===== src/gioc_consts.vh =====
// Constants for the global interrupt and output control block
`ifndef GIOC_CONSTS_VH
`define GIOC_CONSTS_VH
`define GIOC_ADDR_W 12
`define GIOC_ADDR_FRMR_STAT 12'h000
`define GIOC_ADDR_FRMR_EN 12'h001
`define GIOC_ADDR_LINK_STAT 12'h002
`define GIOC_ADDR_LINK_EN 12'h003
`define GIOC_ADDR_GCTRL 12'h004
`define GIOC_ADDR_DEV_LO 12'h005
`define GIOC_ADDR_DEV_HI 12'h006
`define GIOC_ADDR_VERSION 12'h007
`define GIOC_EN_RST 8'h00
`define GIOC_GCTRL_RST 8'h00
`define GIOC_GCTRL_WMASK 8'h57
`define GIOC_SEL_B0 2
`define GIOC_SEL_B1 1
`define GIOC_SEL_B2 0
`define GIOC_TRISTATE_BIT 4
`define GIOC_POLARITY_BIT 6
`define GIOC_DEV_LO_DEF 8'h5a
`define GIOC_DEV_HI_DEF 8'h3c
`define GIOC_VERSION_DEF 8'h01
`endif


===== src/gioc_pin_drive.v =====
// Interrupt pin driver with polarity and three-state options
`timescale 1ns/1ps
module gioc_pin_drive (
  // Control
  input wire active_i,
  input wire tristate_i,
  input wire polarity_i,
  // Pin
  output wire pin_o,
  output wire pin_oe_o
);
  // Active level is high unless polarity inverts it
  assign pin_o = active_i ^ polarity_i;
  // In three-state mode the pin is released while idle
  assign pin_oe_o = tristate_i ? active_i : 1'b1;
endmodule // gioc_pin_drive


===== src/gioc_global_ctrl.v =====
// Global interrupt gating, output control and identification registers
`timescale 1ns/1ps
`include "gioc_consts.vh"
module gioc_global_ctrl #(
  parameter [7:0] DEV_LO = `GIOC_DEV_LO_DEF, // Arbitrary identification value
  parameter [7:0] DEV_HI = `GIOC_DEV_HI_DEF, // Arbitrary identification value
  parameter [7:0] VERSION = `GIOC_VERSION_DEF // Arbitrary identification value
) (
  // Clock and reset
  input wire clk_i,
  input wire rst_i,
  // Register port
  input wire [`GIOC_ADDR_W-1:0] addr_i,
  input wire wr_i,
  input wire rd_i,
  input wire [7:0] wdata_i,
  output reg [7:0] rdata_o,
  // Interrupt event pulses from the framer and link blocks
  input wire [7:0] framer_irq_i,
  input wire [7:0] link_irq_i,
  // One-second pulses from the eight framers
  input wire [7:0] framer_sec_i,
  output reg second_o,
  // Interrupt pin
  output wire irq_o,
  output wire irq_oe_o
);
  // Register state and next values
  reg [7:0] frmr_stat_q;
  reg [7:0] frmr_stat_d;
  reg [7:0] frmr_en_q;
  reg [7:0] frmr_en_d;
  reg [7:0] link_stat_q;
  reg [7:0] link_stat_d;
  reg [7:0] link_en_q;
  reg [7:0] link_en_d;
  reg [7:0] gctrl_q;
  reg [7:0] gctrl_d;
  reg irq_act_q;
  reg irq_act_d;
  reg second_d;
  reg [7:0] rdata_d;
  // Decoded strobes and gated conditions
  wire wr_frmr_en;
  wire wr_link_en;
  wire wr_gctrl;
  wire rd_frmr;
  wire rd_link;
  wire frmr_pend;
  wire link_pend;
  wire [2:0] sel;
  wire pin_tristate;
  wire pin_polarity;

  // Write strobe for one register address; the strobe is an argument so callers see its changes
  function wen;
    input wr;
    input [`GIOC_ADDR_W-1:0] a;
    input [`GIOC_ADDR_W-1:0] target;
    begin
      wen = wr && (a == target);
    end
  endfunction

  // Clear on read; an event in the clearing cycle is kept, not lost
  function [7:0] stat_next;
    input [7:0] cur;
    input clr;
    input [7:0] ev;
    begin
      stat_next = (clr ? 8'h00 : cur) | ev;
    end
  endfunction

  // Any block that is both pending and enabled
  function pending;
    input [7:0] stat;
    input [7:0] en;
    begin
      pending = |(stat & en);
    end
  endfunction

  // Bit 0 of the field is the most significant select bit
  function [2:0] sec_sel;
    input [7:0] ctrl;
    begin
      sec_sel = {ctrl[`GIOC_SEL_B2], ctrl[`GIOC_SEL_B1], ctrl[`GIOC_SEL_B0]};
    end
  endfunction

  assign wr_frmr_en = wen(wr_i, addr_i, `GIOC_ADDR_FRMR_EN);
  assign wr_link_en = wen(wr_i, addr_i, `GIOC_ADDR_LINK_EN);
  assign wr_gctrl = wen(wr_i, addr_i, `GIOC_ADDR_GCTRL);
  assign rd_frmr = rd_i && (addr_i == `GIOC_ADDR_FRMR_STAT);
  assign rd_link = rd_i && (addr_i == `GIOC_ADDR_LINK_STAT);
  assign frmr_pend = pending(frmr_stat_q, frmr_en_q);
  assign link_pend = pending(link_stat_q, link_en_q);
  assign sel = sec_sel(gctrl_q);
  assign pin_tristate = gctrl_q[`GIOC_TRISTATE_BIT];
  assign pin_polarity = gctrl_q[`GIOC_POLARITY_BIT];

  // Next status byte for each block family
  always @* begin
    frmr_stat_d = stat_next(frmr_stat_q, rd_frmr, framer_irq_i);
    link_stat_d = stat_next(link_stat_q, rd_link, link_irq_i);
  end

  // Host writes; anything not decoded here is read-only
  always @* begin
    frmr_en_d = frmr_en_q;
    link_en_d = link_en_q;
    gctrl_d = gctrl_q;
    if (wr_frmr_en) begin
      frmr_en_d = wdata_i;
    end
    if (wr_link_en) begin
      link_en_d = wdata_i;
    end
    if (wr_gctrl) begin
      // Reserved bits never store, so they always read back zero
      gctrl_d = wdata_i & `GIOC_GCTRL_WMASK;
    end
  end

  // Pending and enabled from either block family drives the pin
  always @* begin
    irq_act_d = frmr_pend | link_pend;
  end

  always @* begin
    second_d = framer_sec_i[sel];
  end

  // Identification bytes have no write decode, so writes fall away
  always @* begin
    rdata_d = rdata_o;
    if (rd_i) begin
      case (addr_i)
        `GIOC_ADDR_FRMR_STAT: rdata_d = frmr_stat_q;
        `GIOC_ADDR_FRMR_EN: rdata_d = frmr_en_q;
        `GIOC_ADDR_LINK_STAT: rdata_d = link_stat_q;
        `GIOC_ADDR_LINK_EN: rdata_d = link_en_q;
        `GIOC_ADDR_GCTRL: rdata_d = gctrl_q;
        `GIOC_ADDR_DEV_LO: rdata_d = DEV_LO;
        `GIOC_ADDR_DEV_HI: rdata_d = DEV_HI;
        `GIOC_ADDR_VERSION: rdata_d = VERSION;
        default: rdata_d = 8'h00;
      endcase
    end
  end

  // Status bytes flag events only; several events before a read show as one
  always @(posedge clk_i) begin
    if (rst_i) begin
      frmr_stat_q <= 8'h00;
      link_stat_q <= 8'h00;
    end else begin
      frmr_stat_q <= frmr_stat_d;
      link_stat_q <= link_stat_d;
    end
  end

  // Enable and control bytes
  always @(posedge clk_i) begin
    if (rst_i) begin
      frmr_en_q <= `GIOC_EN_RST;
      link_en_q <= `GIOC_EN_RST;
      gctrl_q <= `GIOC_GCTRL_RST;
    end else begin
      frmr_en_q <= frmr_en_d;
      link_en_q <= link_en_d;
      gctrl_q <= gctrl_d;
    end
  end

  // Registered so status decode glitches never reach the pin
  always @(posedge clk_i) begin
    if (rst_i) begin
      irq_act_q <= 1'b0;
    end else begin
      irq_act_q <= irq_act_d;
    end
  end

  // One cycle of latency on the selected pulse, none dropped
  always @(posedge clk_i) begin
    if (rst_i) begin
      second_o <= 1'b0;
    end else begin
      second_o <= second_d;
    end
  end

  // Read data stands until the next read strobe
  always @(posedge clk_i) begin
    if (rst_i) begin
      rdata_o <= 8'h00;
    end else begin
      rdata_o <= rdata_d;
    end
  end

  // Pin driver: polarity and release options
  gioc_pin_drive u_pin (
    .active_i(irq_act_q),
    .tristate_i(pin_tristate),
    .polarity_i(pin_polarity),
    .pin_o(irq_o),
    .pin_oe_o(irq_oe_o)
  );
endmodule // gioc_global_ctrl


===== config.mk =====
export PLATFORM = sky130hd
export DESIGN_NAME = gioc_global_ctrl
export DESIGN_NICKNAME = d
export VERILOG_FILES = /design/src/gioc_pin_drive.v /design/src/gioc_global_ctrl.v
export VERILOG_INCLUDE_DIRS = /design/src /design/src/src
export SDC_FILE = /design/constraint.sdc
export NUM_CORES = 1
export LEC_CHECK = 0
export ABC_AREA = 1
export BUFFER_PORTS_ARGS = -buffer_cell sky130_fd_sc_hd__buf_2
export CORE_ASPECT_RATIO = 1.4
export CORE_UTILIZATION = 45
export CTS_CLUSTER_DIAMETER = 30
export DETAILED_ROUTE_END_ITERATION = 8
export PLACE_DENSITY_LB_ADDON = 0.3
export SYNTH_ARGS = -nofsm -noshare
export SYNTH_HDL_FRONTEND = slang
export SYNTH_SLANG_ARGS = --single-unit

===== constraint.sdc =====
create_clock -name clk_i -period 1.2 [get_ports clk_i]
set_input_delay 0.12 -clock clk_i [delete_from_list [all_inputs] [get_ports clk_i]]
set_output_delay 0.12 -clock clk_i [all_outputs]
set_load 0.005 [all_outputs]

## Word-level counts from Yosys, hierarchy flattened

Index checks and enable logic that the tools add are counted.

- Flip-flop bits (word level): 47
- Input port bits: 48

- Order comparisons: 1
- Eq/ne operators: 7
- Mux-type cells: 6
- Bitwise operators: 6
- Reductions and logical operators: 8

Operators by type and width:

| kind | count |
|---|---|
| one-hot mux 8 bit (8 select lines) | 1 |
| == test 12 x 3 -> 1 bit, second input constant | 4 |
| == test 12 x 2 -> 1 bit, second input constant | 2 |
| bitwise AND 8 bit | 2 |
| two-way mux 8 bit | 2 |
| OR 8 bit | 2 |
| OR reduction 8 bit | 2 |
| == test 12 x 1 -> 1 bit, second input constant | 1 |
| zero test 12 bit | 1 |
| logical AND 1 bit | 5 |
| less-than comparator 3 x 4 -> 1 bit, second input constant | 1 |
| binary-select mux 1 bit (select 3 bit) | 1 |
| two-way mux 1 bit | 2 |
| OR 1 bit | 1 |
| bitwise XOR 1 bit | 1 |

## Longest topological paths before layout

- Depth in word-level cells: 4
- Depth in mapped cells: 10

## Hierarchy

A second synthesis with hierarchy kept.

- Cell total of the unflattened synthesis: 324
- Area, all modules: 2263.4 sq um

Modules (own cells, without submodules):

| module | times used | cells each | area each (sq um) | sequential area each (sq um) |
|---|---|---|---|---|
| gioc_global_ctrl | 1 | 318 | 2240.9 | 940.9 |
| gioc_pin_drive | 1 | 6 | 22.5 | 0.0 |

## Worst setup path after synthesis

OpenSTA, ideal clock, no wires.

- Path kind: input to register
- Start point: input port addr_i[3]
- End point: register frmr_en_q[6]
- Library setup time: 119 ps
- Data arrival time: 1011 ps
- Data required time: 1081 ps
- Setup slack: 70 ps
- Stages: 7
- Cell sequence: nor2_1 inv_2 nor2_4 nand3_2 buf_6 o21ai_0 a21oi_1

- Word-level cells in the longest chain between the ends: 2

RTL lines:

| what | RTL line | RTL |
|---|---|---|
| start, declared | gioc_global_ctrl.v:13 | `` input wire [`GIOC_ADDR_W-1:0] addr_i, `` |
| == test 12 x 1 -> 1 bit | gioc_global_ctrl.v:61 | `wen = wr && (a == target);` |
| logical AND 1 bit | gioc_global_ctrl.v:61 |  |
| end signal, assigned | gioc_global_ctrl.v:167 | `` frmr_en_q <= `GIOC_EN_RST; `` |
| end signal, assigned | gioc_global_ctrl.v:171 | `frmr_en_q <= frmr_en_d;` |
| end, declared | gioc_global_ctrl.v:31 | `reg [7:0] frmr_en_q;` |

No other way between the ends.
A chain may end at the register's enable or synchronous reset.

## Final worst setup path

- Start point: register gctrl_q[4]
- End point: output port irq_oe_o

- Word-level cells in the longest chain between the ends: 1

RTL lines:

| what | RTL line | RTL |
|---|---|---|
| start, declared | gioc_global_ctrl.v:37 | `reg [7:0] gctrl_q;` |
| start signal, assigned | gioc_global_ctrl.v:169 | `` gctrl_q <= `GIOC_GCTRL_RST; `` |
| start signal, assigned | gioc_global_ctrl.v:173 | `gctrl_q <= gctrl_d;` |
| two-way mux 1 bit | gioc_pin_drive.v:15 | `assign pin_oe_o = tristate_i ? active_i : 1'b1;` |
| end, declared | gioc_global_ctrl.v:26 | `output wire irq_oe_o` |

No other way between the ends.

==> run_results.csv <==
group,metric,value,unit
timing,final_hold_viol_count,0,
drt,dr.pass1.iters,5,
worst_setup_path,path_delay_family,"flip-flops",
floorplan,num_rows,30,
drt,wl_per_cell,13.08,µm
logic_synthesis,syn_avg_cell_area,7.106,µm²
worst_setup_path,cp_max_fo,2,
timing,fmax,888.5,MHz
timing,finalCriticalPeriod,1.126,ns
logic_synthesis,synthArstFlopShare,0,%
timing,whs,0.01885,ns
logic_synthesis,synth_nets,366,
drt,wl,5.965,mm
floorplan,core_area,0.004842,mm²
placement,place_inst,448,
floorplan,dieWidth,61.89,µm
worst_setup_path,required,1.08,ns
power,vdd_drop_max,0.7421,mV
timing,setup_viol,0,
floorplan,pin_count,59,
logic_synthesis,yosys_warnings,0,
clocking,numCtsBuffers,5,
power,power.leakage,1.231,nW
placement,place_hpwl,4.536,mm
drt,ant_nets,0,
placement,post_dp_cell_area,0.002718,mm²
floorplan,dieArea,0.005313,mm²
drt,dr.first_iter.drc_count,111,
grt,grt_pass1_vias,2103,
timing,fin_worst_skew,0.005361,ns
cells_and_area,fin_area,0.002870,mm²
clocking,htree_num_levels,2,
timing,fin_crit_sh,93.80,%
logic_synthesis,synth-seq-cells,47,
placement,io_buffer_count,58,
drt,num_vias,2288,
cells_and_area,fin_cells,456,
floorplan,die_h,85.85,µm
min_path,hp-class,"in -> reg",
worst_setup_path,arrival,1.01,ns
logic_synthesis,yosysSeqAreaShare,41.64,%
worst_setup_path,critPathKind,"reg -> out",
clocking,root_buffer,"clkbuf_8",
cells_and_area,area_growth,27.02,%
run,max_cap_violations,0,
logic_synthesis,ys_types,24,
clocking,cts_tree,"built",
worst_setup_path,path_cells,"inv_2 > or2_4 > buf_2",
clocking,clk_pin_slew,0.09,ns
timing,rsz0062_at_grt,"false",
logic_synthesis,synth_flop_cell,"dfxtp_1",
timing,slew_headroom,77.58,%
placement,routabilityCongestion,0.9044,
logic_synthesis,synth_edf_count,0,
grt,track_usage,24.71,%
worst_setup_path,cpPeakStageDelay,0.34,ns
timing,slew_violations,0,
worst_setup_path,crit_path_start_kind,"register",
clocking,clock-sinks,47,
cells_and_area,nets,439,
grt,grt.overflow.total,0,
drt,route.detailed.drc,0,
cells_and_area,final_layout_size_suffix_gt1_share,27.30,%
drt,viasPerCell,5.018,
clocking,clk_latency,0.30,ns
worst_setup_path,crit_slowest_cell,"dfxtp_2",
floorplan,start_util,46.67,%
clocking,cts_hold_buf,0,
cells_and_area,diodes,0,
grt,grt_pass1_wl,9.584,mm
clocking,cts.path.max_buffers,2,
worst_setup_path,endpoint_kind,"primary output",
logic_synthesis,syn_area,0.002260,mm²
power,powerDensity,1078,mW/mm²
grt,antenna_found_initial,0,
outcome,outcome,"finished clean",
worst_setup_path,crit_buf_inv,2,
logic_synthesis,syn_inst,318,
grt,grt_start_max_net_pins,26,
timing,tightest_slew,0.3328,ns
==> placed cells by master (no fill, tap or decap) <==
cell type,n
dfxtp_1,45
nand2_1,56
o22ai_1,2
clkinv_1,1
o21ai_0,27
buf_12,2
nor2_4,5
a21oi_1,44
or2_4,1
nor2_1,34
o2111ai_1,1
buf_6,1
nand3_1,35
buf_2,58
nor2_2,1
a221oi_1,2
bufinv_16,1
nand4_1,4
clkbuf_8,6
a21oi_2,1
o21ai_2,1
dfxtp_2,2
o21ai_1,5
a31oi_1,1
nand3_4,3
clkinv_2,1
inv_2,5
buf_4,16
nand3_2,3
xor2_1,1
inv_1,27
==> flip-flops by register name (all words and copies together) (netlist names) <==
signal and count:
frmr_en_q 8, frmr_stat_q 8, gctrl_q 5, irq_act_q 1, link_en_q 8, link_stat_q 8
rdata_o 8, second_o 1
==> path summary, 6_finish.rpt <==
path	start	endpoint	slack (ns)	depth (start not counted)
setup reg to reg	gctrl_q[2]$_SDFFE_PP0P_	second_o$_SDFF_PP0_	0.15	5
hold / removal	link_irq_i[5]	link_stat_q[5]$_SDFF_PP0_	0.02	3
setup / recovery	gctrl_q[4]$_SDFFE_PP0P_	irq_oe_o	0.07	3
hold reg to reg	gctrl_q[4]$_SDFFE_PP0P_	gctrl_q[4]$_SDFFE_PP0P_	0.46	2
==> cell usage after synthesis, types with 2 or more instances <==
library cell	instances	area, µm²
inv_1	28	105.1
nand2_1	56	210.2
nor2_1	34	127.6
clkbuf_1	5	18.77
dfxtp_1	47	940.9
a221oi_1	2	17.52
o22ai_1	2	12.51
inv_2	4	15.01
nand3_1	35	175.2
a21oi_1	45	225.2
nor2_4	5	56.30
nand3_2	6	60.06
buf_6	5	56.30
o21ai_0	27	135.1
nand4_1	4	25.02
o21ai_1	5	25.02
==> per-stage QoR <==
stage	worst slack, ns	util [%]	total power, mW	setup TNS (ns)
final	0.07446	59.28	3.095	0
after global routing	0.002182	59.28	3.226	0
after CTS	0.0009232	58.55	3.114	0
after detailed placement	-0.1941	56.12	1.925	-6.620
after global placement	-0.1736	56.12	1.921	-5.900
after floorplan	0.06950	-	1.771	0
==> logic make-up after synthesis <==
logic type	synth area share, %
simple gates	29.51
flops	41.64
compound gates	19.44
xor+xnor	0.3877
buf+inv	9.025
==> cell type report <==
type                    count  area (µm²)
inverters                  33       123.9
repair buffers             77       461.7
clock buffers               6       82.58
clock inverters             2       35.03
flip-flops and latches     47       943.4
well taps                  64       80.08
fillers                   464        1972
multi-input cells         227        1144
==> layer usage <==
layer  up-vias  global-route usage [%]  part of all wire, %
met5         -                       0                    0
met4         0                   8.283                  2.1
met3        10                   4.374                  4.1
met2        56                   42.91                   52
met1      1018                   29.68                   42
li1       1204                       -                    -
==> worst register-to-register path, stage by stage, from the launching register on <==
cell and delay, ns:
dfxtp_2 0.38, inv_1 0.09, o21ai_0 0.15, o22ai_1 0.09, o21ai_0 0.18, nor2_1 0.06
==> repair_timing <==
action | in CTS | in global routing
resized for setup | 0 | 9
buffers inserted | 0 | 0
endpoints found under the hold margin | 0 | 0
endpoints found under the setup margin | 0 | 9
==> power breakdown <==
part           total (mW)  switching (mW)  internal [mW]
combinational       0.258           0.140          0.118
sequential           1.64          0.0387           1.60
clock                1.20           0.525          0.674
total                3.09           0.703           2.39
(Power assumes the default switching activity.)
